`src/logic/cmrs_pkg.sv`:
```
// Package of constants for the control-mode, reset and power-status block
package cmrs_pkg;
  // ==========================================================
  // Register map
  localparam logic [6:0] REG_SOFT_RESET = 7'h09;
  localparam logic [6:0] REG_POWER_CTRL = 7'h0a;
  localparam logic [6:0] REG_CFG_FIRST = 7'h0a;
  localparam logic [6:0] REG_CFG_LAST = 7'h1c;
  localparam int CFG_COUNT = 19;
  localparam logic [7:0] SOFT_RESET_CODE = 8'h55;
  localparam logic [7:0] REG_RESET_VALUE = 8'h00;
  // ==========================================================
  // Field positions in the power control register
  localparam int POS_ENABLE = 7;
  localparam int POS_ACTIVATE = 6;
  localparam int POS_RX_TX = 5;
  localparam int POS_TX_ANTENNA_SWITCH = 3;
  localparam int POS_RX_ANTENNA_SWITCH = 2;
  // ==========================================================
  // Serial frame: command byte then data byte, MSB first
  localparam int POS_RW = 7;
  localparam logic [3:0] BITS_CMD = 4'h8;
  localparam logic [3:0] BITS_FRAME = 4'hf;
  // ==========================================================
  // Configuration load from EEPROM
  localparam logic [7:0] EE_READ_CMD = 8'h03;
  localparam logic [7:0] EE_SET_STRIDE = 8'h20;
  localparam logic [7:0] EE_HEADER_BITS = 8'h10;
  localparam logic [7:0] EE_TOTAL_BITS = 8'ha8;
  localparam int CLK_SYS_NS = 20;
  localparam int EE_HALF_PERIOD_NS = 500;
  localparam int EE_HALF_CYCLES_INT = (EE_HALF_PERIOD_NS + CLK_SYS_NS - 1) / CLK_SYS_NS;
  localparam logic [7:0] EE_HALF_CYCLES = 8'(EE_HALF_CYCLES_INT);
  // ==========================================================
  // Status encoding
  localparam logic [1:0] ST_BATTERY_SAVING = 2'h0;
  localparam logic [1:0] ST_STANDBY = 2'h1;
  localparam logic [1:0] ST_RUN = 2'h2;
  typedef enum {EE_IDLE, EE_LOAD, EE_DONE} cmrs_ee_e;
endpackage

```
`src/logic/cmrs_sync.sv`:
```
// Three-stage input synchroniser with agreement filter
`timescale 1ns/10ps
`default_nettype none
module cmrs_sync #(
  parameter int W = 1
) (
  input wire logic i_clk_sys,
  input wire logic i_rst,
  input wire logic i_ce,
  input wire logic [W-1:0] i_async,
  output var logic [W-1:0] o_sync
);
  genvar g;
  generate
    for (g = 0; g < W; g++) begin : g_bit
      logic s1;
      logic s2;
      logic s3;
      always_ff @(posedge i_clk_sys) begin
        if (i_rst) begin
          s1 <= 1'b0;
          s2 <= 1'b0;
          s3 <= 1'b0;
          o_sync[g] <= 1'b0;
        end else if (i_ce) begin
          s1 <= i_async[g];
          s2 <= s1;
          s3 <= s2;
          // A change only counts once two stages agree
          if (s2 == s3) begin
            o_sync[g] <= s3;
          end
        end
      end
    end
  endgenerate
endmodule
`default_nettype wire

```
`src/logic/cmrs_top.sv`:
```
// Control-mode selection, reset handling and power-status control
`timescale 1ns/10ps
`default_nettype none
// Behaviour
// - Source pin picks serial or EEPROM mode
// - Test pin picks user test variant
// - Serial mode: slave, MISO returns read data
// - EEPROM mode: master, loads at reset release
// - Set covers 0x0A..0x1C, eight sets
// - Reset low initialises, ignores setting inputs
// - Set-select pins usable during reset
// - Serial mode: Battery Saving after hardware reset
// - Oscillator starts only after reset release
// - Pattern 01010101 at 0x09 resets registers
// - Soft reset ends at clock/select rise
// - Battery Saving after soft reset
// - Soft reset ignored in normal EEPROM mode
// - Soft reset clears registers only
// - Reset command register reads zero
// - Enable pin (serial mode only) and bits select status
// - Battery Saving still accepts writes
// - Standby keeps oscillator, regulators running
// - Transmit/receive only in Run
// - EEPROM test variant is a slave
// - Auto-off keeps enable/activate bits set
// - MISO driven only during reads
module cmrs_top (
  input wire logic i_clk_sys,
  input wire logic i_rst,
  input wire logic i_ce,
  input wire logic i_reset_n_pin,
  input wire logic i_control_source_select,
  input wire logic i_test_variant_select,
  input wire logic i_power_enable,
  input wire logic i_auto_off,
  input wire logic i_spi_cs_n,
  output logic o_spi_cs_n,
  output logic o_spi_cs_n_oe,
  input wire logic i_spi_sclk,
  output logic o_spi_sclk,
  output logic o_spi_sclk_oe,
  input wire logic i_spi_mosi,
  output logic o_spi_mosi,
  output logic o_spi_mosi_oe,
  input wire logic i_spi_miso,
  output logic o_spi_miso,
  output logic o_spi_miso_oe,
  input wire logic i_tx_antenna_switch,
  output logic o_tx_antenna_switch,
  output logic o_tx_antenna_switch_oe,
  input wire logic i_rx_antenna_switch,
  output logic o_rx_antenna_switch,
  output logic o_rx_antenna_switch_oe,
  output logic [1:0] o_status,
  output logic o_crystal_oscillator_en,
  output logic o_analog_regulator_en,
  output logic o_txrx_enable,
  output logic o_eeprom_master,
  output logic o_load_done,
  output logic [2:0] o_config_set
);
  import cmrs_pkg::*;

  // ==========================================================
  // Pin synchronisers
  logic [8:0] pins;
  cmrs_sync #(.W(9)) u_sync (
    .i_clk_sys(i_clk_sys),
    .i_rst(i_rst),
    .i_ce(i_ce),
    .i_async({i_reset_n_pin, i_control_source_select, i_test_variant_select, i_power_enable,
              i_spi_cs_n, i_spi_sclk, i_spi_mosi, i_spi_miso,
              i_tx_antenna_switch | i_rx_antenna_switch & 1'b0}),
    .o_sync(pins)
  );
  // Receive pin is routed separately to keep the bundle readable
  logic rx_antenna_switch_s1;
  logic rx_antenna_switch_s2;
  logic rx_antenna_switch_s3;
  logic rx_antenna_switch_pin;

  wire reset_n = pins[8];
  wire src_pin = pins[7];
  wire test_pin = pins[6];
  wire enable_pin = pins[5];
  wire cs_n = pins[4];
  wire sclk = pins[3];
  wire mosi = pins[2];
  wire miso_in = pins[1];
  wire tx_antenna_switch_pin = pins[0];

  // ==========================================================
  // Straps and edges
  logic mode_eeprom;
  logic mode_test;
  logic reset_n_d;
  logic cs_n_d;
  logic sclk_d;
  wire hw_release = reset_n & ~reset_n_d;
  wire sclk_rise = sclk & ~sclk_d;
  wire sclk_fall = ~sclk & sclk_d;
  wire cs_rise = cs_n & ~cs_n_d;
  wire cs_fall = ~cs_n & cs_n_d;
  wire is_master = mode_eeprom & ~mode_test;
  wire soft_allowed = ~is_master;

  always_ff @(posedge i_clk_sys) begin
    if (i_rst) begin
      rx_antenna_switch_s1 <= 1'b0;
      rx_antenna_switch_s2 <= 1'b0;
      rx_antenna_switch_s3 <= 1'b0;
      rx_antenna_switch_pin <= 1'b0;
    end else if (i_ce) begin
      rx_antenna_switch_s1 <= i_rx_antenna_switch;
      rx_antenna_switch_s2 <= rx_antenna_switch_s1;
      rx_antenna_switch_s3 <= rx_antenna_switch_s2;
      if (rx_antenna_switch_s2 == rx_antenna_switch_s3) begin
        rx_antenna_switch_pin <= rx_antenna_switch_s3;
      end
    end
  end

  always_ff @(posedge i_clk_sys) begin
    if (i_rst) begin
      mode_eeprom <= 1'b0;
      mode_test <= 1'b0;
      reset_n_d <= 1'b0;
      cs_n_d <= 1'b1;
      sclk_d <= 1'b0;
      o_config_set <= 3'h0;
    end else if (i_ce) begin
      reset_n_d <= reset_n;
      cs_n_d <= cs_n;
      sclk_d <= sclk;
      // Straps follow the pins only while reset is held
      if (!reset_n) begin
        mode_eeprom <= src_pin;
        mode_test <= test_pin;
        o_config_set <= {enable_pin, tx_antenna_switch_pin, rx_antenna_switch_pin};
      end
    end
  end

  // ==========================================================
  // Register file
  logic [7:0] regs [CFG_COUNT];
  logic soft_reset_active;
  logic ee_we;
  logic [4:0] ee_idx;
  logic [7:0] ee_byte;
  logic spi_we;
  logic [6:0] spi_addr;
  logic [7:0] spi_wdata;

  function automatic logic cfg_hit(input logic [6:0] a);
    cfg_hit = (a >= REG_CFG_FIRST) && (a <= REG_CFG_LAST);
  endfunction

  wire [4:0] spi_idx = 5'(spi_addr - REG_CFG_FIRST);
  wire soft_cmd = spi_we && spi_addr == REG_SOFT_RESET && spi_wdata == SOFT_RESET_CODE;
  wire soft_start = soft_cmd & soft_allowed;
  wire [7:0] power_reg = regs[0];
  wire bit_enable = power_reg[POS_ENABLE];
  wire bit_activate = power_reg[POS_ACTIVATE];

  genvar g;
  generate
    for (g = 0; g < CFG_COUNT; g++) begin : g_reg
      always_ff @(posedge i_clk_sys) begin
        if (i_rst) begin
          regs[g] <= REG_RESET_VALUE;
        end else if (i_ce) begin
          if (!reset_n || soft_start || soft_reset_active) begin
            regs[g] <= REG_RESET_VALUE;
          end else if (ee_we && ee_idx == 5'(g)) begin
            regs[g] <= ee_byte;
          end else if (spi_we && cfg_hit(spi_addr) && spi_idx == 5'(g)) begin
            regs[g] <= spi_wdata;
          end
        end
      end
    end
  endgenerate

  // Soft reset is held until the first rising clock or select edge
  always_ff @(posedge i_clk_sys) begin
    if (i_rst) begin
      soft_reset_active <= 1'b0;
    end else if (i_ce) begin
      // A new command in the same cycle as a release edge wins
      if (soft_start) begin
        soft_reset_active <= 1'b1;
      end else if (!reset_n || sclk_rise || cs_rise) begin
        soft_reset_active <= 1'b0;
      end
    end
  end

  // ==========================================================
  // Serial slave: command byte (rw, address) then data byte
  logic [3:0] bit_cnt;
  logic [7:0] shift_in;
  logic [7:0] shift_out;
  logic frame_read;
  wire slave_on = reset_n & ~is_master & ~cs_n;
  wire [7:0] next_shift = {shift_in[6:0], mosi};
  wire [6:0] rd_addr = next_shift[6:0];
  wire [4:0] rd_idx = 5'(rd_addr - REG_CFG_FIRST);
  // Reset command register and unmapped addresses read as zero
  wire [7:0] rd_data = cfg_hit(rd_addr) ? regs[rd_idx] : 8'h00;

  always_ff @(posedge i_clk_sys) begin
    if (i_rst) begin
      bit_cnt <= 4'h0;
      shift_in <= 8'h00;
      shift_out <= 8'h00;
      frame_read <= 1'b0;
      spi_we <= 1'b0;
      spi_addr <= 7'h00;
      spi_wdata <= 8'h00;
    end else if (i_ce) begin
      spi_we <= 1'b0;
      if (!slave_on || cs_fall) begin
        bit_cnt <= 4'h0;
        if (!slave_on) begin
          frame_read <= 1'b0;
        end
      end else if (sclk_rise) begin
        shift_in <= next_shift;
        bit_cnt <= bit_cnt + 4'h1;
        if (bit_cnt == BITS_CMD - 4'h1) begin
          frame_read <= next_shift[POS_RW];
          spi_addr <= rd_addr;
          shift_out <= rd_data;
        end else if (bit_cnt == BITS_FRAME) begin
          spi_we <= ~frame_read;
          spi_wdata <= next_shift;
        end
      end else if (sclk_fall && frame_read && bit_cnt > BITS_CMD) begin
        shift_out <= {shift_out[6:0], 1'b0};
      end
    end
  end

  // ==========================================================
  // EEPROM configuration loader
  cmrs_ee_e ee_state;
  logic [7:0] div_cnt;
  logic [7:0] ee_bits;
  logic [15:0] ee_header;
  logic ee_sclk;
  logic osc_on;
  wire ee_tick = div_cnt == EE_HALF_CYCLES - 8'h1;
  wire [7:0] set_addr = 8'(o_config_set * EE_SET_STRIDE);

  always_ff @(posedge i_clk_sys) begin
    if (i_rst) begin
      ee_state <= EE_IDLE;
      div_cnt <= 8'h00;
      ee_bits <= 8'h00;
      ee_header <= 16'h0000;
      ee_sclk <= 1'b0;
      ee_we <= 1'b0;
      ee_idx <= 5'h00;
      ee_byte <= 8'h00;
      osc_on <= 1'b0;
    end else if (i_ce) begin
      ee_we <= 1'b0;
      if (!reset_n || !is_master) begin
        ee_state <= EE_IDLE;
        ee_sclk <= 1'b0;
        osc_on <= 1'b0;
        div_cnt <= 8'h00;
      end else begin
        case (ee_state)
          EE_IDLE: begin
            if (hw_release) begin
              ee_state <= EE_LOAD;
              osc_on <= 1'b1;
              ee_bits <= 8'h00;
              ee_idx <= 5'h00;
              ee_header <= {EE_READ_CMD, set_addr};
            end
          end
          EE_LOAD: begin
            div_cnt <= ee_tick ? 8'h00 : div_cnt + 8'h1;
            if (ee_tick) begin
              ee_sclk <= ~ee_sclk;
              if (ee_sclk) begin
                // Falling edge: advance the outgoing header
                ee_header <= {ee_header[14:0], 1'b0};
                ee_bits <= ee_bits + 8'h1;
                if (ee_bits == EE_TOTAL_BITS - 8'h1) begin
                  ee_state <= EE_DONE;
                end
              end else if (ee_bits >= EE_HEADER_BITS) begin
                ee_byte <= {ee_byte[6:0], miso_in};
                if (ee_bits[2:0] == 3'h7) begin
                  ee_we <= 1'b1;
                  ee_idx <= 5'(8'(ee_bits - EE_HEADER_BITS) >> 3);
                end
              end
            end
          end
          EE_DONE: begin
            osc_on <= 1'b0;
          end
          default: ee_state <= EE_IDLE;
        endcase
      end
    end
  end

  // ==========================================================
  // Status decode
  wire serial_gate = mode_eeprom | enable_pin;
  wire saving = !reset_n || soft_reset_active || i_auto_off || !serial_gate || !bit_enable;
  wire [1:0] next_status = saving ? ST_BATTERY_SAVING : (bit_activate ? ST_RUN : ST_STANDBY);
  wire awake = next_status != ST_BATTERY_SAVING;
  wire drive_sw = ~mode_eeprom & awake;

  // ==========================================================
  // Registered outputs
  always_ff @(posedge i_clk_sys) begin
    if (i_rst) begin
      o_status <= ST_BATTERY_SAVING;
      o_crystal_oscillator_en <= 1'b0;
      o_analog_regulator_en <= 1'b0;
      o_txrx_enable <= 1'b0;
      o_eeprom_master <= 1'b0;
      o_load_done <= 1'b0;
      o_spi_cs_n <= 1'b1;
      o_spi_cs_n_oe <= 1'b0;
      o_spi_sclk <= 1'b0;
      o_spi_sclk_oe <= 1'b0;
      o_spi_mosi <= 1'b0;
      o_spi_mosi_oe <= 1'b0;
      o_spi_miso <= 1'b0;
      o_spi_miso_oe <= 1'b0;
      o_tx_antenna_switch <= 1'b0;
      o_tx_antenna_switch_oe <= 1'b0;
      o_rx_antenna_switch <= 1'b0;
      o_rx_antenna_switch_oe <= 1'b0;
    end else if (i_ce) begin
      o_status <= next_status;
      o_crystal_oscillator_en <= awake | osc_on;
      o_analog_regulator_en <= awake;
      o_txrx_enable <= next_status == ST_RUN;
      o_eeprom_master <= is_master;
      o_load_done <= ee_state == EE_DONE;
      // Master pins idle high/low/low when not loading
      o_spi_cs_n <= ee_state != EE_LOAD;
      o_spi_cs_n_oe <= is_master;
      o_spi_sclk <= ee_sclk;
      o_spi_sclk_oe <= is_master;
      o_spi_mosi <= ee_state == EE_LOAD && ee_header[15];
      o_spi_mosi_oe <= is_master;
      o_spi_miso <= shift_out[7];
      o_spi_miso_oe <= slave_on & frame_read & (bit_cnt >= BITS_CMD);
      o_tx_antenna_switch <= drive_sw & power_reg[POS_TX_ANTENNA_SWITCH];
      o_tx_antenna_switch_oe <= drive_sw;
      o_rx_antenna_switch <= drive_sw & power_reg[POS_RX_ANTENNA_SWITCH];
      o_rx_antenna_switch_oe <= drive_sw;
    end
  end
endmodule
`default_nettype wire

```
`config.mk`:
```
export PLATFORM = sky130hd
export DESIGN_NAME = cmrs_top
export DESIGN_NICKNAME = d
export VERILOG_FILES = /design/src/logic/cmrs_pkg.sv /design/src/logic/cmrs_sync.sv /design/src/logic/cmrs_top.sv
export SDC_FILE = /design/constraint.sdc
export NUM_CORES = 1
export LEC_CHECK = 0
export BUFFER_PORTS_ARGS = -buffer_cell sky130_fd_sc_hd__buf_2
export CAP_MARGIN = 0
export CORE_ASPECT_RATIO = 0.9
export CORE_MARGIN = 4
export CORE_UTILIZATION = 40
export CTS_BUF_LIST = sky130_fd_sc_hd__clkbuf_8
export CTS_CLUSTER_SIZE = 14
export DETAILED_ROUTE_END_ITERATION = 10
export PLACE_DENSITY = 0.6
export SYNTH_ARGS = -nofsm -noshare
export SYNTH_HDL_FRONTEND = slang
export SYNTH_SLANG_ARGS = --single-unit
```
`constraint.sdc`:
```
create_clock -name i_clk_sys -period 3.2 [get_ports i_clk_sys]
set_input_delay 0.48 -clock i_clk_sys [delete_from_list [all_inputs] [get_ports i_clk_sys]]
set_output_delay 0.48 -clock i_clk_sys [all_outputs]
set_load 0.01 [all_outputs]
```
==> impl_metrics.json <==
{
  "outcome": "complete, no violations",
  "row_count": 66,
  "grtUsageMet1_pct": 31.06,
  "total_power_mw": 7.440,
  "post_cts_buffers": 0,
  "holdCritStartpoint": "i_spi_sclk",
  "final_nets": 1516,
  "utilization_pct": 45.80,
  "antenna_found_initial": 1,
  "fin_crit_sh_pct": 90.70,
  "die_area_um2": 40420,
  "drc": 0,
  "grt_usage_pct": 21.47,
  "synth_compound_area_share_pct": 15.80,
  "cts_buffer_depth": 3,
  "r2r_start": "spi_wdata[0]",
  "met2_usage_pct": 32.36,
  "p_switching_mw": 1.753,
  "boundaryPins": 36,
  "cts_max_level": 2,
  "cts_tree": "yes",
  "first_global_vias": 11120,
  "r2r_cells": 5,
  "internal_power_mw": 5.687,
  "leakage_nw": 5.865,
  "power_density_nw_per_um2": 445.0,
  "wl_per_cell_um": 22.07,
  "grt_start_max_net_pins": 84,
  "p_sw_share_pct": 23.56,
  "dp_hpwl_mm": 30.34,
  "root_buffer": "clkbuf_8",
  "synth_edf_count": 152,
  "cts_hold_buf": 0,
  "maxCapViolCount": 0,
  "synth_fp_nets": 1470,
  "area_growth_pct": 12.17,
  "dp_slack_ps": 259.2,
  "rr_endpoint": "regs[1][7]",
  "hold_viol_final": 0,
  "drt_pass1_iterations": 6,
  "dp_cells": 1913,
  "cts.repair.resized": 0,
  "viasPerCell": 5.830,
  "wl_mm": 44.18,
  "setup_tns_ps": 0,
  "gr-max-usage-layer": "met2",
  "grt-ovfl-total": 0,
  "cp_max_fo": 12,
  "cts_buffers": 48,
  "required_ps": 3420,
  "instances_no_fill": 2002,
  "end_kind": "flop",
  "path_clk_slew_ps": 60,
  "yosys_warnings": 0,
  "fin_ws_ps": 297.5,
  "ys.flop_type": "edfxtp_1",
  "antennaDiodeCount": 0,
  "rsz0062_at_grt": "false",
  "rrSetupSlack_ps": 300,
  "hold_ws_ps": 109.9,
  "clkLatencyLatePin_ps": 610,
  "whs_endpoint": "u_sync.g_bit[3].s1",
  "die_w_um": 211.5,
  "synthesis.area_um2": 14900,
  "ant_nets": 0,
  "finalSetupViolations": 0,
  "yosys.area_share.simple_pct": 16.22,
  "initial_utilization_pct": 40.83,
  "async_reset_ff_share_pct": 0,
  "worst_slew_pin_slew_ps": 1250,
  "period_minus_slack_ps": 2903,
  "power_frac_clock_pct": 41.6,
  "synth_cells": 1441,
  "hold_path_depth": 3,
  "synth_area_per_cell_um2": 10.34,
  "slew_violations": 0,
  "power_frac_comb_pct": 3.2,
  "synth_top_family_by_area": "simple AND/OR/NAND/NOR gates",
  "post_dp_cell_area_um2": 15810,
  "fmax_mhz": 344.5,
  "slew_headroom_pct": 15.34,
  "core_area_um2": 36500,
  "path_class": "flop to flop",
  "synthAdderAreaFrac_pct": 1.259,
  "cp.arrival_ps": 3120,
  "ys_seq_area_share_pct": 49.97,
  "ys_seq_elements": 296,
  "layout-drive-gt1-share_pct": 17.69,
  "grt_use_met3_pct": 5.202,
  "final_area_um2": 16720,
  "gp_congestion": 0.9080,
  "port_buffers": 35,
  "fin_worst_skew_ps": 33.91,
  "start_kind": "flop",
  "vdd_ir_drop_max_uv": 273.7,
  "synth.area.mux_share_pct": 11.22,
  "synthXorXnorAreaFrac_pct": 1.058,
  "die_height_um": 191.1,
  "cts_sinks": 296,
  "grt_pass1_wl_mm": 67.58,
  "vias": 11670,
  "synth_cell_type_count": 74,
  "drtIter0Drc": 1408,
  "min_path_type": "input pin to flop",
  "seqPwrFrac_pct": 55.2
}
sequential cells by signal, summed over array words and instances, names as in the netlist, 8 cells and up:
register	count
ee_bits	8
u_sync.o_sync	9
u_sync.g_bit.s1	9
u_sync.g_bit.s3	9
ee_header	11
u_sync.g_bit.s2	9
ee_byte	8
div_cnt	8
regs	152
spi_wdata	8
shift_out	8
worst max path at each step:
| stage | start | end | cells past startpoint |
|---|---|---|---|
| 6_report | spi_wdata[0] | regs[1][7] | 5 |
| 4_1_cts | spi_addr[1] | regs[7][4] | 5 |
| 2_1_floorplan | spi_addr[1] | regs[1][0] | 7 |
| 3_5_place_dp | i_ce | regs[7][5] | 4 |
| 5_1_grt | spi_wdata[0] | regs[1][0] | 5 |
| 3_3_place_gp | i_ce | regs[7][5] | 4 |
logic make-up (layout without fill, tap and decap cells):
family | after synthesis | count (layout)
AO/OA/AOI/OAI | 323 | 323
multiplexers | 127 | 127
XOR/XNOR | 18 | 18
adder cells (fa/ha/maj) | 15 | 15
flip-flops | 296 | 296
buffers and inverters | 158 | 243
AND/OR/NAND/NOR | 504 | 504
layout by cell type, fill, tap and decap left out, types with 8 or more instances in the layout:
master	n
nand4_1	9
nor2_1	133
xnor2_1	9
buf_2	33
or2_2	10
ha_1	15
inv_1	48
a21o_1	11
nor2b_1	9
a32o_1	40
a211oi_1	10
nand2_1	201
o31ai_1	23
dfxtp_1	142
buf_4	89
nor3_1	21
and3_1	8
edfxtp_1	152
clkinv_2	12
nand2b_1	13
clkbuf_8	53
mux2i_1	95
nand3_1	31
a21oi_1	43
mux4_2	32
a22o_1	16
o21ai_0	114
xor2_1	9
power by group through the flow:
| stage | clock network (mW) | registers [mW] | logic [mW] |
|---|---|---|---|
| after floorplan | 0 | 4.16 | 0.156 |
| after global placement | 0 | 4.19 | 0.230 |
| after detailed placement | 0 | 4.19 | 0.233 |
| after CTS | 3.16 | 4.11 | 0.234 |
| after global routing | 3.34 | 4.11 | 0.253 |
| final | 3.09 | 4.11 | 0.235 |
synth_stat cells, drive strengths merged, types with 9 or more instances:
| library cell | number | share of area (%) |
|---|---|---|
| nand2 | 201 | 5.1 |
| edfxtp | 152 | 31 |
| dfxtp | 144 | 19 |
| nor2 | 134 | 3.4 |
| o21ai | 114 | 3.8 |
| mux2i | 95 | 6.4 |
| clkbuf | 81 | 2.0 |
| buf | 45 | 1.6 |
| a21oi | 43 | 1.4 |
| a32o | 40 | 2.7 |
| mux4 | 32 | 4.8 |
| inv | 31 | 0.78 |
| nand3 | 31 | 1.0 |
| nor3 | 28 | 1.2 |
| o31ai | 23 | 1.2 |
| a22o | 16 | 0.94 |
| ha | 15 | 1.3 |
| nand2b | 13 | 0.55 |
| a2111oi | 12 | 1.7 |
| a21o | 11 | 0.55 |
| a211oi | 10 | 0.50 |
| nor2b | 10 | 0.42 |
| or2 | 10 | 0.42 |
| nand4 | 9 | 0.38 |
| xnor2 | 9 | 0.53 |
| xor2 | 9 | 0.53 |
routing by layer:
metal / vias up / wire [um]
li1: 5428 / -
met1: 5638 / 19850
met2: 526 / 19220
met3: 78 / 4110
met4: 2 / 989
met5: - / 13
critical path, cell delays in order (launching register included):
cell	delay (ps)
dfxtp_1	470
nor4bb_1	240
nor4bb_4	160
a21oi_1	380
nand3_1	210
o311ai_1	1080
area by class of cell:
class	count	area, um2
fill	3388	19780
clock buffer	53	729.5
clock inverter	36	170.2
tap	476	595.6
sequential	296	7450
timing repair buffer	122	833.3
multi-input combinational	987	6820
inverter	32	120.1
No activity file was read; power rests on OpenSTA's default activity.
